File: src/rtl/timer2_flags_map.svh
// Purpose: offsets, field positions, reset values for timer2 flag block
// Assumes: APB byte addresses, one 32-bit word per register
// Notes: definitions only
`ifndef TIMER2_FLAGS_MAP_SVH
`define TIMER2_FLAGS_MAP_SVH
// ***************************************************************
// register byte offsets
// ***************************************************************
`define T2F_CTRL_OFF 12'h000
`define T2F_IRQ_STAT_OFF 12'h004
`define T2F_IRQ_MASK_OFF 12'h008
`define T2F_CFG_OFF 12'h00C
// ***************************************************************
// control register field positions
// ***************************************************************
`define T2F_OVF_BIT 7
`define T2F_EXT_BIT 6
`define T2F_RXSEL_BIT 5
`define T2F_TXSEL_BIT 4
`define T2F_EXTEN_BIT 3
// ***************************************************************
// reset values
// ***************************************************************
`define T2F_CTRL_RST 8'h00
`define T2F_MASK_RST 2'h0
`define T2F_CFG_RST 1'h0
`endif

File: src/rtl/timer2_flags_pkg.sv
// Purpose: shared types for the timer2 flag block
// Assumes: nothing
// Notes: apb phase enum
package timer2_flags_pkg;
   // apb slave phase
   typedef enum logic [0:0] {APB_IDLE, APB_DONE} apb_phase_t;
   // baud source select
   typedef enum logic {SRC_TIMER1 = 1'b0, SRC_TIMER2 = 1'b1} baud_src_t;
endpackage

File: src/rtl/pin_sync3.sv
// Purpose: three-flop synchroniser with agreement-qualified edge
// Assumes: pin asynchronous to pclk
// Notes: first flop read only by the second
`timescale 1ns/10ps
module pin_sync3 (
   input wire logic pclk,
   input wire logic presetn,
   input wire logic pin,
   output logic level,
   output logic fall
);
   // ***************************************************************
   // synchroniser chain
   // ***************************************************************
   logic s1_reg; // metastable stage
   logic s2_reg; // second stage
   logic s3_reg; // third stage
   // idle high so reset does not fake a falling edge
   always_ff @(posedge pclk or negedge presetn) begin
      if (!presetn) begin
         s1_reg <= 1'b1;
         s2_reg <= 1'b1;
         s3_reg <= 1'b1;
      end else begin
         s1_reg <= pin;
         s2_reg <= s1_reg;
         s3_reg <= s2_reg;
      end
   end
   // agreed level: changes once stages two and three agree
   always_ff @(posedge pclk or negedge presetn) begin
      if (!presetn) begin
         level <= 1'b1;
      end else if (s2_reg == s3_reg) begin
         level <= s3_reg;
      end
   end
   // falling edge of the agreed level, one cycle pulse
   assign fall = level && (s2_reg == s3_reg) && !s3_reg;
endmodule

File: src/rtl/baud_mux.sv
// Purpose: pick timer 1 or timer 2 overflow as a serial baud tick
// Assumes: overflow inputs are one-cycle pulses on pclk
// Notes: used once for receive, once for transmit
`timescale 1ns/10ps
module baud_mux
   import timer2_flags_pkg::*;
(
   input wire logic pclk,
   input wire logic presetn,
   input wire logic sel,
   input wire logic t1_ovf,
   input wire logic t2_ovf,
   output logic tick
);
   // registered tick so the serial port sees a clean flop output
   always_ff @(posedge pclk or negedge presetn) begin
      if (!presetn) begin
         tick <= 1'b0;
      end else begin
         tick <= (baud_src_t'(sel) == SRC_TIMER2) ? t2_ovf : t1_ovf;
      end
   end
endmodule

File: src/rtl/timer2_flags_baud_select.sv
// Purpose: upper control bits of timer 2: flags, irq, baud select
// Assumes: counter, run control and capture logic live elsewhere
// Notes: apb slave, zero wait states, unmapped reads return zero
`timescale 1ns/10ps
`include "timer2_flags_map.svh"
module timer2_flags_baud_select
   import timer2_flags_pkg::*;
(
   input wire logic pclk,
   input wire logic presetn,
   input wire logic psel,
   input wire logic penable,
   input wire logic pwrite,
   input wire logic [11:0] paddr,
   input wire logic [31:0] pwdata,
   output logic [31:0] prdata,
   output logic pready,
   output logic pslverr,
   input wire logic t1_overflow,
   input wire logic t2_overflow,
   input wire logic ext_trigger_pin,
   input wire logic serial_mode13,
   output logic capture_reload,
   output logic rx_baud_tick,
   output logic tx_baud_tick,
   output logic t2_irq_req,
   output logic irq
);
   // ***************************************************************
   // apb decode
   // ***************************************************************
   logic setup; // setup phase seen
   logic wr_acc; // write in access phase
   logic rd_acc; // read in access phase
   logic hit_ctrl; // control register selected
   logic hit_stat; // status register selected
   logic hit_mask; // mask register selected
   logic hit_cfg; // config register selected
   assign setup = psel && !penable;
   assign wr_acc = psel && penable && pwrite;
   assign rd_acc = psel && penable && !pwrite;
   assign hit_ctrl = (paddr == `T2F_CTRL_OFF);
   assign hit_stat = (paddr == `T2F_IRQ_STAT_OFF);
   assign hit_mask = (paddr == `T2F_IRQ_MASK_OFF);
   assign hit_cfg = (paddr == `T2F_CFG_OFF);
   // zero wait state: answer in the first access cycle
   assign pready = 1'b1;
   // unmapped address completes with an error, no side effects
   assign pslverr = psel && penable &&
                    !(hit_ctrl || hit_stat || hit_mask || hit_cfg);

   // ***************************************************************
   // control register fields
   // ***************************************************************
   logic ovf_flag_reg; // second_timer_overflow_flag
   logic ext_flag_reg; // ext_trigger_flag
   logic rx_sel_reg; // receive baud select
   logic tx_sel_reg; // tx_baud_select
   logic ext_en_reg; // ext_trigger_enable
   logic [2:0] low_bits_reg; // run/mode bits held for the rest of timer
   logic t2_irq_en_reg; // timer 2 interrupt enable
   logic baud_use; // timer 2 is clocking the serial port
   logic trig_fall; // qualified falling edge from the pin
   logic ovf_set; // overflow flag set event
   logic ext_set; // trigger flag set event
   logic ctrl_wr; // software write to control

   assign ctrl_wr = wr_acc && hit_ctrl;
   assign baud_use = rx_sel_reg || tx_sel_reg;

   // the pin is outside pclk domain: three flops before use
   pin_sync3 u_trig_sync (
      .pclk(pclk),
      .presetn(presetn),
      .pin(ext_trigger_pin),
      .level(),
      .fall(trig_fall)
   );

   // capture/reload only while timer 2 is not the baud source
   assign ext_set = trig_fall && ext_en_reg && !baud_use;
   // overflow suppressed while timer 2 feeds the serial port
   assign ovf_set = t2_overflow && !baud_use;

   // capture or reload strobe to the counter logic
   always_ff @(posedge pclk or negedge presetn) begin
      if (!presetn) begin
         capture_reload <= 1'b0;
      end else begin
         capture_reload <= ext_set;
      end
   end

   // overflow flag: set beats a software clear in the same cycle
   always_ff @(posedge pclk or negedge presetn) begin
      if (!presetn) begin
         ovf_flag_reg <= 1'b0;
      end else if (ovf_set) begin
         ovf_flag_reg <= 1'b1;
      end else if (ctrl_wr) begin
         ovf_flag_reg <= pwdata[`T2F_OVF_BIT];
      end
   end

   // trigger flag: hardware only sets, a software write loads the written bit
   always_ff @(posedge pclk or negedge presetn) begin
      if (!presetn) begin
         ext_flag_reg <= 1'b0;
      end else if (ext_set) begin
         ext_flag_reg <= 1'b1;
      end else if (ctrl_wr) begin
         ext_flag_reg <= pwdata[`T2F_EXT_BIT];
      end
   end

   // plain software bits of the control byte
   always_ff @(posedge pclk or negedge presetn) begin
      if (!presetn) begin
         rx_sel_reg <= 1'b0;
         tx_sel_reg <= 1'b0;
         ext_en_reg <= 1'b0;
         low_bits_reg <= 3'h0;
      end else if (ctrl_wr) begin
         rx_sel_reg <= pwdata[`T2F_RXSEL_BIT];
         tx_sel_reg <= pwdata[`T2F_TXSEL_BIT];
         ext_en_reg <= pwdata[`T2F_EXTEN_BIT];
         low_bits_reg <= pwdata[2:0];
      end
   end

   // timer 2 interrupt enable lives in the config register
   always_ff @(posedge pclk or negedge presetn) begin
      if (!presetn) begin
         t2_irq_en_reg <= `T2F_CFG_RST;
      end else if (wr_acc && hit_cfg) begin
         t2_irq_en_reg <= pwdata[0];
      end
   end

   // cpu vector request; the overflow flag requests it as well
   always_ff @(posedge pclk or negedge presetn) begin
      if (!presetn) begin
         t2_irq_req <= 1'b0;
      end else begin
         t2_irq_req <= t2_irq_en_reg && (ext_flag_reg || ovf_flag_reg);
      end
   end

   // ***************************************************************
   // baud clock selection
   // ***************************************************************
   logic rx_tick; // raw receive tick
   logic tx_tick; // raw transmit tick

   baud_mux u_rx_mux (
      .pclk(pclk),
      .presetn(presetn),
      .sel(rx_sel_reg),
      .t1_ovf(t1_overflow),
      .t2_ovf(t2_overflow),
      .tick(rx_tick)
   );

   baud_mux u_tx_mux (
      .pclk(pclk),
      .presetn(presetn),
      .sel(tx_sel_reg),
      .t1_ovf(t1_overflow),
      .t2_ovf(t2_overflow),
      .tick(tx_tick)
   );

   // only modes 1 and 3 take their clock from the timers
   assign rx_baud_tick = rx_tick && serial_mode13;
   assign tx_baud_tick = tx_tick && serial_mode13;

   // ***************************************************************
   // interrupt status, mask, line
   // ***************************************************************
   logic [1:0] stat_reg; // bit1 overflow event, bit0 trigger event
   logic [1:0] mask_reg; // 1 lets the event onto irq
   logic stat_rd; // status read completes
   logic [1:0] stat_next; // status after this cycle's events and read

   assign stat_rd = rd_acc && hit_stat;
   // a read clears only the bits it reported in prdata, so an event
   // that lands on the setup edge is kept for the next read
   assign stat_next = (stat_rd ? (stat_reg & ~prdata[1:0]) : stat_reg) |
                      {ovf_set, ext_set};

   // sticky events; a set in the read cycle survives the clear
   always_ff @(posedge pclk or negedge presetn) begin
      if (!presetn) begin
         stat_reg <= 2'h0;
      end else begin
         stat_reg <= stat_next;
      end
   end

   // mask register
   always_ff @(posedge pclk or negedge presetn) begin
      if (!presetn) begin
         mask_reg <= `T2F_MASK_RST;
      end else if (wr_acc && hit_mask) begin
         mask_reg <= pwdata[1:0];
      end
   end

   // level interrupt from flops
   always_ff @(posedge pclk or negedge presetn) begin
      if (!presetn) begin
         irq <= 1'b0;
      end else begin
         irq <= |(stat_next & mask_reg);
      end
   end

   // ***************************************************************
   // read data, registered at the setup phase
   // ***************************************************************
   logic [7:0] ctrl_view; // control byte as software sees it
   assign ctrl_view = {ovf_flag_reg, ext_flag_reg, rx_sel_reg, tx_sel_reg,
                       ext_en_reg, low_bits_reg};

   // loaded in setup so data stand valid through the access cycle
   always_ff @(posedge pclk or negedge presetn) begin
      if (!presetn) begin
         prdata <= 32'h0000_0000;
      end else if (setup && !pwrite) begin
         case (1'b1)
            hit_ctrl: prdata <= {24'h000000, ctrl_view};
            hit_stat: prdata <= {30'h00000000, stat_reg};
            hit_mask: prdata <= {30'h00000000, mask_reg};
            hit_cfg: prdata <= {31'h00000000, t2_irq_en_reg};
            default: prdata <= 32'h0000_0000;
         endcase
      end
   end

   // ***************************************************************
   // checks
   // ***************************************************************
   // a timer 2 overflow outside baud use always lands in the flag
   property p_ovf_set;
      @(posedge pclk) disable iff (!presetn)
      ovf_set |=> ovf_flag_reg;
   endproperty
   a_ovf_set: assert property (p_ovf_set)
      else $error("overflow flag not set");

   // only a software write may take the overflow flag down
   property p_ovf_hold;
      @(posedge pclk) disable iff (!presetn)
      (ovf_flag_reg && !ctrl_wr) |=> ovf_flag_reg;
   endproperty
   a_ovf_hold: assert property (p_ovf_hold)
      else $error("overflow flag cleared by hardware");

   // no overflow flag while timer 2 feeds the serial port
   property p_ovf_block;
      @(posedge pclk) disable iff (!presetn)
      (baud_use && !ctrl_wr && !ovf_flag_reg) |=> !ovf_flag_reg;
   endproperty
   a_ovf_block: assert property (p_ovf_block)
      else $error("overflow flag set during baud use");

   // an enabled trigger edge sets the trigger flag
   property p_ext_set;
      @(posedge pclk) disable iff (!presetn)
      (trig_fall && ext_en_reg && !baud_use) |=> ext_flag_reg;
   endproperty
   a_ext_set: assert property (p_ext_set)
      else $error("trigger flag not set");

   // only a software write may take the trigger flag down
   property p_ext_hold;
      @(posedge pclk) disable iff (!presetn)
      (ext_flag_reg && !ctrl_wr) |=> ext_flag_reg;
   endproperty
   a_ext_hold: assert property (p_ext_hold)
      else $error("trigger flag cleared by hardware");

   // enabled trigger flag raises the cpu request
   property p_irq_req;
      @(posedge pclk) disable iff (!presetn)
      (ext_flag_reg && t2_irq_en_reg) |=> t2_irq_req;
   endproperty
   a_irq_req: assert property (p_irq_req)
      else $error("timer 2 request missing");

   // receive select 0 passes timer 1 overflows
   property p_rx_t1;
      @(posedge pclk) disable iff (!presetn)
      (!rx_sel_reg && t1_overflow && !t2_overflow) |=> rx_tick;
   endproperty
   a_rx_t1: assert property (p_rx_t1)
      else $error("receive tick not from timer 1");

   // receive select 1 ignores timer 1 overflows
   property p_rx_t2;
      @(posedge pclk) disable iff (!presetn)
      (rx_sel_reg && !t2_overflow) |=> !rx_tick;
   endproperty
   a_rx_t2: assert property (p_rx_t2)
      else $error("receive tick not from timer 2");

   // transmit tick follows the selected source one cycle later
   property p_tx_sel;
      @(posedge pclk) disable iff (!presetn)
      1'b1 |=> tx_tick == $past(tx_sel_reg ? t2_overflow : t1_overflow);
   endproperty
   a_tx_sel: assert property (p_tx_sel)
      else $error("transmit tick wrong source");

   // no capture while disabled or while timer 2 clocks the serial port
   property p_no_cap;
      @(posedge pclk) disable iff (!presetn)
      (!ext_en_reg || baud_use) |=> !capture_reload;
   endproperty
   a_no_cap: assert property (p_no_cap)
      else $error("capture while disabled or baud use");

   // an overflow event stays until a status read has reported it
   property p_stat_keep1;
      @(posedge pclk) disable iff (!presetn)
      (stat_reg[1] && !(stat_rd && prdata[1])) |=> stat_reg[1];
   endproperty
   a_stat_keep1: assert property (p_stat_keep1)
      else $error("overflow event lost unread");

   // a trigger event stays until a status read has reported it
   property p_stat_keep0;
      @(posedge pclk) disable iff (!presetn)
      (stat_reg[0] && !(stat_rd && prdata[0])) |=> stat_reg[0];
   endproperty
   a_stat_keep0: assert property (p_stat_keep0)
      else $error("trigger event lost unread");

   c_ext: cover property (@(posedge pclk) disable iff (!presetn) ext_set);
   c_ovf: cover property (@(posedge pclk) disable iff (!presetn) ovf_set);
   c_irq: cover property (@(posedge pclk) disable iff (!presetn) irq);
endmodule

File: config.mk
export PLATFORM = sky130hd
export DESIGN_NAME = timer2_flags_baud_select
export DESIGN_NICKNAME = d
export VERILOG_FILES = /design/src/rtl/timer2_flags_pkg.sv /design/src/rtl/pin_sync3.sv /design/src/rtl/baud_mux.sv /design/src/rtl/timer2_flags_baud_select.sv
export VERILOG_INCLUDE_DIRS = /design/src /design/src/rtl
export SDC_FILE = /design/constraint.sdc
export NUM_CORES = 1
export LEC_CHECK = 0
export CAP_MARGIN = 10
export CORE_MARGIN = 3
export CORE_UTILIZATION = 40
export DETAILED_ROUTE_END_ITERATION = 7
export DONT_BUFFER_PORTS = 1
export PLACE_DENSITY = 0.55
export SETUP_SLACK_MARGIN = 0.3
export SLEW_MARGIN = 20
export SYNTH_ARGS = -nofsm -noshare
export SYNTH_HDL_FRONTEND = slang
export SYNTH_SLANG_ARGS = --single-unit
File: constraint.sdc
create_clock -name pclk -period 1.96 [get_ports pclk]
set_input_delay 0.098 -clock pclk [delete_from_list [all_inputs] [get_ports pclk]]
set_output_delay 0.098 -clock pclk [all_outputs]
set_load 0.05 [all_outputs]
==> metrics.md, run 1 <==
| Metric | Value |
|---|---|
| Outcome | `complete, no violations` |
| Vias in the first global route | `934` |
| Largest net degree at the start of global routing | `31` |
| Max FFs per register | `8` |
| Data arrival, critical path | `1700 ps` |
| Commonest cells in the netlist | `dfrtp_1, buf_4, mux2_2` |
| Critical path's slowest cell | `or4_1` |
| Post-Syn Area | `0.00149 mm²` |
| Via count | `939` |
| Drt drc | `0` |
| Final Cycle Share | `0.789` |
| Max FO, Critical Path | `8` |
| Cell area after layout | `0.00168 mm²` |
| Worst VDD drop | `0.000380 V` |
| Worst path bufs/invs | `0` |
| Placed instance area | `0.00146 mm²` |
| Post-CTS setup buffer count | `0` |
| Worst slew pin tran | `885 ps` |
| Drt initial violations | `22` |
| Skew final | `7.17 ps` |
| Setup crit end kind | `flop` |
| Switching power | `347 µW` |
| Final Max Tran Viols | `0` |
| Syn avg cell area | `11.6 µm²` |
| Worst skew pair latency | `270 ps` |
| Fin crit period | `1550 ps` |
| CTS Buf Count | `5` |
| Setup-failing EPs final | `0` |
| Comb power frac | `0.142` |
| Core area | `0.00347 mm²` |
| Main flop type after synthesis | `dfrtp_1` |
| First-pass GRT wire length | `4.48 mm` |
| Longest Clk Path Bufs | `2` |
| Async SR Flop Fraction | `1.00` |
| Sequential-to-total area share from yosys stat | `0.507` |
| Register area | `756 µm²` |
| Hold Path Class | `input port to flop` |
| Cell type with the highest aggregate area in the netlist | `dfrtp_1` |
| Power, Total | `1.26 mW` |
| H-tree depth | `2` |
| Top-count cell post-synth | `dfrtp_1` |
| Data required time of the critical path | `2110 ps` |
| Clk pwr share | `0.352` |
| Post-DP HPWL | `2.06 mm` |
| Area delta synth->final | `13.0%` |
| Worst slew margin | `0.408` |
| Setup TNS | `0 ps` |
| CP max stage delay | `590 ps` |
| Clk root buf | `clkbuf_8` |
| Die area | `0.00449 mm²` |
| ANT cells | `0` |
| Critical path cell sequence | `or4_1 -> nand4bb_1 -> nor2_4 -> mux2_2` |
| Gpl congestion | `0.767` |
| FMAX | `646 MHz` |
| Part of the power in registers | `0.506` |
| Die Y | `67.0 µm` |
| RSZ-0062 raised after global routing | `false` |
| Gr usage total | `0.137` |
| # port buffers | `0` |
| Top cell type's share of synthesized area | `0.437` |
| Worst-path clk slew | `60 ps` |
| Pre-antenna DRT Iters | `4` |
| Initial antenna violation count | `0` |
| Grt total ovfl | `0` |
| Final hold slack | `14.7 ps` |
| Number of synthesized flops with an enable pin | `0` |
| Crit Path Category | `input port to flop` |
| Pwr Density | `746 mW/mm²` |
| Top Ports | `92` |
| Sw Share | `0.276` |
| CTS tree | `yes` |
| Hold Fails Final Rpt | `0` |
| Via/cell ratio | `4.87` |
| Startpoint Class | `input port` |
| Share of cells above drive strength 1 | `0.204` |
| Row count | `21` |
| DIE WIDTH | `67.0 µm` |
| # fillers | `320` |
| Finished Core Util | `0.486` |
| NumNets Final | `200` |
| Internal power | `909 µW` |
| Crit-path leading delay family | `simple AND/OR/NAND/NOR gates` |
| Max-cap violations | `0` |
| Detail Route Antenna Nets | `0` |
| Yosys warns | `0` |
| Synth area leaders | `dfrtp_1, buf_4, mux2_2` |
| Synth Instances | `128` |
| Sink Count | `30` |
| Lkg Pwr | `0.789 nW` |
| Wire per inst | `14.4 µm` |
| Routed Wire Length | `2.79 mm` |
| Seq cells post-synth | `30` |
| Unique masters post-synth | `33` |
| Footprint of the multi-input gates | `624 µm²` |
| Initial core utilization | `0.430` |
worst reg2reg max path, cell delays in order (launching register included):
cell and delay, ps:
dfrtp_1 420, mux2_2 350, dlygate4sd3_1 560
logic make-up (layout without fill, tap and decap cells):
logic type      after synthesis  after routing  share of synthesized area
simple gates                 35             35                      0.152
other cells                   2             25                    0.00504
compound gates               17             17                     0.0814
flops                        30             30                      0.507
buf+inv                      29             25                      0.136
fa+ha+maj                     1              1                    0.00672
mux                          14             14                      0.112
routing by layer:
metal | vias to the layer above | wire length [µm] | global-route usage
met5 | - | 0 | 0
met4 | 0 | 30 | 0.0582
met3 | 5 | 237 | 0.0523
met2 | 45 | 1380 | 0.220
met1 | 445 | 1130 | 0.162
li1 | 444 | - | -
layout by cell type (no fill, tap or decap), drive strengths merged:
| cell | netlist | layout |
|---|---|---|
| a21o | 1 | 1 |
| a221oi | 1 | 1 |
| a22o | 6 | 6 |
| a41o | 1 | 1 |
| and2 | 2 | 2 |
| and3 | 1 | 1 |
| and3b | 1 | 1 |
| and4b | 2 | 2 |
| buf | 25 | 4 |
| clkbuf | 2 | 7 |
| conb | 2 | 25 |
| dfrtp | 26 | 26 |
| dfstp | 4 | 4 |
| dlygate4sd3 | 0 | 12 |
| inv | 2 | 2 |
| maj3 | 1 | 1 |
| mux2 | 11 | 11 |
| mux2i | 2 | 2 |
| mux4 | 1 | 1 |
| nand2 | 6 | 6 |
| nand3 | 2 | 2 |
| nand4 | 1 | 1 |
| nand4bb | 1 | 1 |
| nor2 | 11 | 11 |
| nor3b | 1 | 1 |
| nor4 | 1 | 1 |
| nor4b | 2 | 2 |
| o21a | 1 | 1 |
| o21ai | 7 | 7 |
| or3 | 1 | 1 |
| or3b | 1 | 1 |
| or4 | 2 | 2 |
worst paths after layout:
path                                         startpoint  cells past startpoint                             to  slack (ps)
setup / recovery                               paddr[9]                      4         ext_en_reg$_DFFE_PN0P_         410
hold reg to reg            u_trig_sync.s1_reg$_DFF_PN1_                      0   u_trig_sync.s2_reg$_DFF_PN1_         350
hold / removal                                pwdata[7]                      2       ovf_flag_reg$_DFFE_PN0P_          10
setup reg to reg                 rx_sel_reg$_DFFE_PN0P_                      2        u_rx_mux.tick$_DFF_PN0_         510
max in group asynchronous                       presetn                      2  u_trig_sync.level$_DFFE_PN1N_        1450
min in group asynchronous                       presetn                      2          prdata[2]$_DFFE_PN0P_         270
what timing repair did:
item                                    in CTS  in global routing
resized for setup                            0                  1
hold buffers                                12                  1
hold endpoints to repair                    42                  1
endpoints found under the setup margin       0                  2
layout make-up:
cell class,instances,share of cell area
timing repair buffer,16,0.0966
clock buffer,7,0.0453
inverter,2,0.00446
tap,46,0.0342
multi-input combinational,92,0.371
sequential,30,0.449
through the flow:
step	std cells	worst slack [ps]
2_1_floorplan	151	253
3_3_place_gp	173	150
3_5_place_dp	173	127
4_1_cts	192	399
5_1_grt	193	376
6_report	193	413
power groups by stage:
stage	logic (mW)	registers, mW	clock network [mW]
6_report	0.178	0.636	0.442
2_1_floorplan	0.179	0.645	0
3_3_place_gp	0.141	0.646	0
4_1_cts	0.177	0.635	0.456
3_5_place_dp	0.142	0.646	0
5_1_grt	0.189	0.636	0.495
(Power assumes the default switching activity.)
==> run 2, diff against run 1 <==
--- a/config.mk
+++ b/config.mk
@@ -11,7 +11,7 @@
 export CORE_UTILIZATION = 40
 export DETAILED_ROUTE_END_ITERATION = 7
 export DONT_BUFFER_PORTS = 1
-export PLACE_DENSITY = 0.55
+export PLACE_DENSITY = 0.57
 export SETUP_SLACK_MARGIN = 0.3
 export SLEW_MARGIN = 20
 export SYNTH_ARGS = -nofsm -noshare
==> constraint.sdc (replaced) <==
create_clock -name pclk -period 1.3 [get_ports pclk]
set_input_delay 0.065 -clock pclk [delete_from_list [all_inputs] [get_ports pclk]]
set_output_delay 0.065 -clock pclk [all_outputs]
set_load 0.05 [all_outputs]
==> run 2 against run 1 <==
- global-route usage is 0.66 points higher
- cell count is 12% higher
- non-clock buffer count is 23 higher
- via count is 13% higher
- sequential share of layout area is 6.4 points lower
- wire length is 12% higher
- the flow now finishes with violations (negative setup slack)
- sequential cell count stayed put
- critical endpoint is now prdata[0]$_DFFE_PN0P_
- first-iteration DRC count grew to 2.8 times the previous value
- clock power is 58% higher
- setup slack worse by 480 ps
- critical path depth stayed put
- sequential power is 51% higher
==> metrics.md, run 2 (synthesis results as in run 1) <==
| Metric | Value |
|---|---|
| Sw Share | `0.284 (+0.00809)` |
| Met3 wire len | `311 µm (+31%)` |
| Row count | `21 (unchanged)` |
| # port buffers | `0 (unchanged)` |
| Worst path bufs/invs | `0 (unchanged)` |
| Fin crit period | `1370 ps` |
| Initial antenna violation count | `0 (unchanged)` |
| M1 WL | `1.27 mm (+12%)` |
| Max FFs per register | `8 (unchanged)` |
| Most frequent cells in the layout | `dfrtp_1, conb_1, buf_4` |
| Final WS setup | `-65.2 ps (-478 ps)` |
| Max FO, Critical Path | `2 (-6)` |
| Longest Clk Path Bufs | `2 (unchanged)` |
| Switching power | `554 µW (+60%)` |
| Pre-antenna DRT Iters | `4 (unchanged)` |
| Via count | `1061 (+13%)` |
| Part of the power in registers | `0.492 (-0.014)` |
| Skew final | `8.04 ps (+0.875 ps)` |
| Hold Path Class | `input port to flop` |
| Crit Path Category | `flop to flop` |
| # fillers | `306 (-4.4%)` |
| CTS Buf Count | `5 (unchanged)` |
| Crit-path leading delay family | `multiplexers` |
| Routed Wire Length | `3.12 mm (+12%)` |
| CP max stage delay | `450 ps (-140 ps)` |
| Final Cycle Share | `1.05` |
| CTS tree | `yes` |
| Hold Fails Final Rpt | `0 (unchanged)` |
| Lkg Pwr | `0.947 nW (+20%)` |
| Pwr Density | `995 mW/mm² (+33%)` |
| Largest net degree at the start of global routing | `31 (unchanged)` |
| Max-cap violations | `0 (unchanged)` |
| Worst VDD drop | `0.000620 V (+63%)` |
| Pre-CTS setup slack | `-412 ps (-538 ps)` |
| Cells after DPL | `192 (+11%)` |
| Setup TNS | `-419 ps (-419 ps)` |
| Outcome | `complete, but fails checks` |
| NumNets Final | `223 (+12%)` |
| Post-DP HPWL | `2.24 mm (+8.8%)` |
| Share of cells above drive strength 1 | `0.392 (+0.188)` |
| Comb power frac | `0.150 (+0.008)` |
| Setup crit end kind | `flop` |
| Internal power | `1.40 mW (+54%)` |
| FMAX | `732 MHz` |
| Vias in the first global route | `1003 (+7.4%)` |
| H-tree depth | `2 (unchanged)` |
| Initial core utilization | `0.430 (unchanged)` |
| Violations in the final reports | `negative setup slack` |
| RSZ-0062 raised after global routing | `true` |
| DR top layer | `met4` |
| Drt initial violations | `62 (+180%)` |
| Drt drc | `0 (unchanged)` |
| Met2 wire len | `1.49 mm (+7.7%)` |
| Worst skew pair latency | `280 ps (about the same)` |
| Top Ports | `92 (unchanged)` |
| Wire per inst | `14.4 µm (-0.46%)` |
| Startpoint Class | `flop` |
| Setup-failing EPs final | `13 (+13)` |
| Gr usage total | `0.143 (+0.00655)` |
| Clk pwr share | `0.358 (+0.006)` |
| Core area | `0.00347 mm² (unchanged)` |
| Grt total ovfl | `0 (unchanged)` |
| Worst-path clk slew | `60 ps (about the same)` |
| Final Max Tran Viols | `0 (unchanged)` |
| Critical path's slowest cell | `mux4_2` |
| ANT cells | `0 (unchanged)` |
| Data required time of the critical path | `1460 ps (-650 ps)` |
| Critical path cell sequence | `or3_1 -> mux4_2 -> nand2_1 -> o21ai_1` |
| Detail Route Antenna Nets | `0 (unchanged)` |
| Post-Layout Cell Count | `217 (+12%)` |
| First-pass GRT wire length | `4.55 mm (+1.7%)` |
| DIE WIDTH | `67.0 µm (unchanged)` |
| Commonest non-fill, non-tap cell in the layout | `dfrtp_1` |
| Die area | `0.00449 mm² (unchanged)` |
| Data arrival, critical path | `1530 ps (-170 ps)` |
| Gpl congestion | `0.772 (+0.57%)` |
| Area delta synth->final | `31.7%` |
| Die Y | `67.0 µm (unchanged)` |
| Via/cell ratio | `4.89 (+0.50%)` |
| Clk root buf | `clkbuf_8` |
| Sink Count | `30 (unchanged)` |
run 2: worst paths after layout:
kind / startpoint / end / slack (ps) / cells past startpoint
max in group asynchronous: presetn / u_trig_sync.level$_DFFE_PN1N_ / 830 / 2
setup reg to reg: low_bits_reg[0]$_DFFE_PN0P_ / prdata[0]$_DFFE_PN0P_ / -70 / 4
hold / removal: pwdata[7] / ovf_flag_reg$_DFFE_PN0P_ / 30 / 2
setup / recovery: low_bits_reg[0]$_DFFE_PN0P_ / prdata[0]$_DFFE_PN0P_ / -70 / 4
min in group asynchronous: presetn / mask_reg[1]$_DFFE_PN0P_ / 230 / 2
hold reg to reg: u_trig_sync.s1_reg$_DFF_PN1_ / u_trig_sync.s2_reg$_DFF_PN1_ / 360 / 0
run 2: metal layers:
layer | vias up | track usage
li1 | 485 | -
met1 | 518 | 0.167
met2 | 51 | 0.226
met3 | 7 | 0.0624
met4 | 0 | 0.0658
met5 | - | 0
run 2: worst reg2reg max path: cells and delay by family (launching register included):
kind | cells | cell delay (ps)
AOI/OAI and AO/OA | 1 | 50
DFF | 1 | 380
muxes | 1 | 450
and+or+nand+nor | 2 | 370
run 2: final cells by class:
cell class / instances / area [µm²] / share of cell area
clock buffer: 8 / 80.1 / 0.0408
inverter: 2 / 7.51 / 0.00383
multi-input combinational: 92 / 702 / 0.358
sequential: 30 / 756 / 0.385
tap: 46 / 57.6 / 0.0293
timing repair buffer: 39 / 359 / 0.183
run 2: through the flow:
| stage | util | total power [mW] | instance area, µm² | hold WS (ps) |
|---|---|---|---|---|
| after floorplan | - | 1.25 | 1600 | -231 |
| after global placement | 0.468 | 1.20 | 1620 | -229 |
| after detailed placement | 0.468 | 1.20 | 1620 | -229 |
| after CTS | 0.553 | 1.98 | 1920 | -23.7 |
| after global routing | 0.566 | 2.05 | 1960 | 17.5 |
| final | 0.566 | 1.95 | 1960 | 25.2 |
run 2: power by group through the flow:
stage	logic (mW)	clock network, mW	registers (mW)
global route	0.308	0.777	0.962
CTS	0.287	0.729	0.960
finish	0.292	0.698	0.961
detailed placement	0.226	0	0.977
global placement	0.224	0	0.976
floorplan	0.271	0	0.975
run 2: timing repair:
action                     in CTS  in global routing
hold endpoints to repair       44                  1
setup buffers                   4                  1
hold buffers                   11                  1
pin swaps                       6                  4
resized for setup              17                  9
setup endpoints to repair      26                 27
==> run 3, diff against run 2 <==
--- a/config.mk
+++ b/config.mk
@@ -6,13 +6,13 @@
 export SDC_FILE = /design/constraint.sdc
 export NUM_CORES = 1
 export LEC_CHECK = 0
+export ABC_AREA = 1
 export CAP_MARGIN = 10
 export CORE_MARGIN = 3
 export CORE_UTILIZATION = 40
 export DETAILED_ROUTE_END_ITERATION = 7
 export DONT_BUFFER_PORTS = 1
 export PLACE_DENSITY = 0.57
-export SETUP_SLACK_MARGIN = 0.3
 export SLEW_MARGIN = 20
 export SYNTH_ARGS = -nofsm -noshare
 export SYNTH_HDL_FRONTEND = slang
==> run 3 against run 2 <==
- the run now ends clean
- sequential cell count unchanged
- non-clock buffer count down 13
- final area down 4.8%
- total power up 9.9%
- core utilization down 6.7 points
- first-iteration DRC count down 44%
- critical path type unchanged
==> metrics.md, run 3 <==
| Metric | Value |
|---|---|
| Cell type with the highest aggregate area in the netlist | `dfrtp_1` |
| Pwr Density | `1150 mW/mm² (+16%)` |
| Drt drc | `0 (unchanged)` |
| Commonest non-fill, non-tap cell in the layout | `nand2_1` |
| Grt total ovfl | `0 (unchanged)` |
| Outcome | `complete, no violations` |
| Sink Count | `30 (unchanged)` |
| Setup crit end kind | `flop` |
| # port buffers | `0 (unchanged)` |
| Post-CTS setup buffer count | `0 (-4)` |
| Hold Path Class | `input port to flop` |
| Top-count cell post-synth | `nand2_1` |
| Area delta synth->final | `17.8%` |
| Die Y | `69.0 µm (+2.9%)` |
| Max-cap violations | `0 (unchanged)` |
| # fillers | `376 (+23%)` |
| Worst skew pair latency | `270 ps (about the same)` |
| ANT cells | `0 (unchanged)` |
| NumNets Final | `267 (+20%)` |
| Setup-failing EPs final | `0 (-13)` |
| Lkg Pwr | `1.02 nW (+7.9%)` |
| Data required time of the critical path | `1460 ps (about the same)` |
| Routed Wire Length | `3.05 mm (-2.1%)` |
| H-tree depth | `2 (unchanged)` |
| Final WS setup | `112 ps (+177 ps)` |
| Unique masters post-synth | `26 (-21%)` |
| First-pass GRT wire length | `4.97 mm (+9.1%)` |
| Vias in the first global route | `1156 (+15%)` |
| CTS tree | `yes` |
| DIE WIDTH | `69.0 µm (+2.9%)` |
| Post-Syn Area | `0.00159 mm² (+6.4%)` |
| Final Max Tran Viols | `0 (unchanged)` |
| Crit Path Category | `flop to flop` |
| CTS Buf Count | `5 (unchanged)` |
| Clk root buf | `clkbuf_8` |
| Core area | `0.00374 mm² (+7.9%)` |
| Syn avg cell area | `8.52 µm² (-27%)` |
| Via/cell ratio | `4.49 (-8.1%)` |
| Data arrival, critical path | `1350 ps (-180 ps)` |
| Gr usage total | `0.142 (-0.00124)` |
| Finished Core Util | `0.499 (-0.0670)` |
| Pre-CTS setup slack | `151 ps (+562 ps)` |
| Worst VDD drop | `0.000783 V (+26%)` |
| Startpoint Class | `flop` |
| Synth Instances | `186 (+45%)` |
| Wire per inst | `11.6 µm (-19%)` |
| Initial core utilization | `0.423 (-0.00619)` |
| Setup TNS | `0 ps (+419 ps)` |
| RSZ-0062 raised after global routing | `false` |
| Number of synthesized flops with an enable pin | `0 (unchanged)` |
| Fin crit period | `1190 ps (-177 ps)` |
| Skew final | `2.23 ps (-5.81 ps)` |
| Longest Clk Path Bufs | `2 (unchanged)` |
| Max FFs per register | `8 (unchanged)` |
| Post-DP HPWL | `2.36 mm (+5.3%)` |
| Async SR Flop Fraction | `1.00 (unchanged)` |
| Top cell type's share of synthesized area | `0.410 (-0.0262)` |
| Pre-antenna DRT Iters | `6 (+2)` |
| Via count | `1182 (+11%)` |
| Sequential-to-total area share from yosys stat | `0.477 (-0.0304)` |
| Top Ports | `92 (unchanged)` |
| FMAX | `842 MHz (+15%)` |
| Largest net degree at the start of global routing | `31 (unchanged)` |
| Cell area after layout | `0.00187 mm² (-4.8%)` |
| Worst-path clk slew | `60 ps (about the same)` |
| Yosys warns | `0 (unchanged)` |
| Placed instance area | `0.00161 mm² (-1.0%)` |
| Final Cycle Share | `0.914 (-0.136)` |
| Die area | `0.00475 mm² (+5.8%)` |
| Most frequent cells in the layout | `nand2_1, inv_1, dfrtp_1` |
| Max FO, Critical Path | `3 (+1)` |
| Main flop type after synthesis | `dfrtp_1` |
| Commonest cells in the netlist | `nand2_1, buf_4, dfrtp_1, inv_1, nor2_1` |
| Hold Fails Final Rpt | `0 (unchanged)` |
| Synth area leaders | `dfrtp_1, buf_4, nand2_1` |
| Row count | `22 (+4.8%)` |
| Detail Route Antenna Nets | `0 (unchanged)` |
| Initial antenna violation count | `0 (unchanged)` |
| Gpl congestion | `0.824 (+6.8%)` |
| Share of cells above drive strength 1 | `0.172 (-0.220)` |
| Drt initial violations | `35 (-44%)` |
| Seq cells post-synth | `30 (unchanged)` |
[run 3: cell count changes after synthesis, moves of 3 or more]
cell	previous run	this run
nand3_1	2	10
a21oi_1	0	4
a22o_1	6	0
nand2_2	0	3
mux2_2	11	0
o31ai_1	0	6
inv_1	2	26
nand2_1	6	40
[run 3: critical path, stage by stage (launching register included)]
cell	delay (ps)
dfrtp_1	400
nand2_1	60
o21ai_0	70
dlygate4sd3_1	550
[run 3: final cells by class]
| cell class | count | area [µm²] | share of cell area |
|---|---|---|---|
| flip-flops and latches | 30 | 756 | 0.405 |
| well taps | 48 | 60.1 | 0.0322 |
| repair buffers | 26 | 240 | 0.129 |
| inverters | 28 | 105 | 0.0563 |
| clock inverters | 3 | 40.0 | 0.0214 |
| multi-input cells | 123 | 597 | 0.320 |
| clock buffers | 5 | 68.8 | 0.0369 |
[run 3: worst paths after layout]
check	startpoint	endpoint	slack (ps)	cells after the start
max in group asynchronous	presetn	u_trig_sync.level$_DFFE_PN1N_	840	2
max	rx_sel_reg$_DFFE_PN0P_	u_rx_mux.tick$_DFF_PN0_	110	3
max reg2reg	rx_sel_reg$_DFFE_PN0P_	u_rx_mux.tick$_DFF_PN0_	110	3
min reg2reg	u_trig_sync.s1_reg$_DFF_PN1_	u_trig_sync.s2_reg$_DFF_PN1_	360	0
min in group asynchronous	presetn	low_bits_reg[0]$_DFFE_PN0P_	220	2
min	paddr[3]	prdata[1]$_DFFE_PN0P_	60	4
[run 3: what timing repair did]
| action | CTS | global route |
|---|---|---|
| hold endpoints to repair | 45 | 0 |
| hold buffers | 14 | 0 |
| resized for setup | 0 | 0 |
[run 3: kinds of logic after synthesis]
| logic type | count (synthesis) | synth area share |
|---|---|---|
| buffers and inverters | 56 | 0.201 |
| and+or+nand+nor | 74 | 0.225 |
| DFF | 30 | 0.477 |
| other | 2 | 0.00474 |
| AOI/OAI and AO/OA | 24 | 0.0923 |
[run 3: report_power, final]
| group | internal [mW] | leakage [nW] | total [mW] | switching [mW] |
|---|---|---|---|---|
| Sequential | 0.953 | 0.343 | 0.958 | 0.00579 |
| Combinational | 0.0526 | 0.620 | 0.290 | 0.237 |
| Clock | 0.563 | 0.0579 | 0.897 | 0.335 |
| Total | 1.57 | 1.02 | 2.15 | 0.577 |
[run 3: layer usage]
metal	global-route usage	up-vias	share of wire	wire (µm)
met5	0	-	0	0
met4	0.0730	0	0.016	48
met3	0.0357	6	0.054	164
met2	0.250	45	0.54	1640
met1	0.157	544	0.39	1200
li1	-	587	-	-
[run 3: per-stage QoR]
stage / hold slack (ps) / instances / total power, mW
floorplan: -231 / 209 / 1.25
global placement: -230 / 241 / 1.20
detailed placement: -230 / 241 / 1.21
CTS: 52.9 / 263 / 2.18
global route: 90.5 / 263 / 2.25
finish: 57.3 / 263 / 2.15
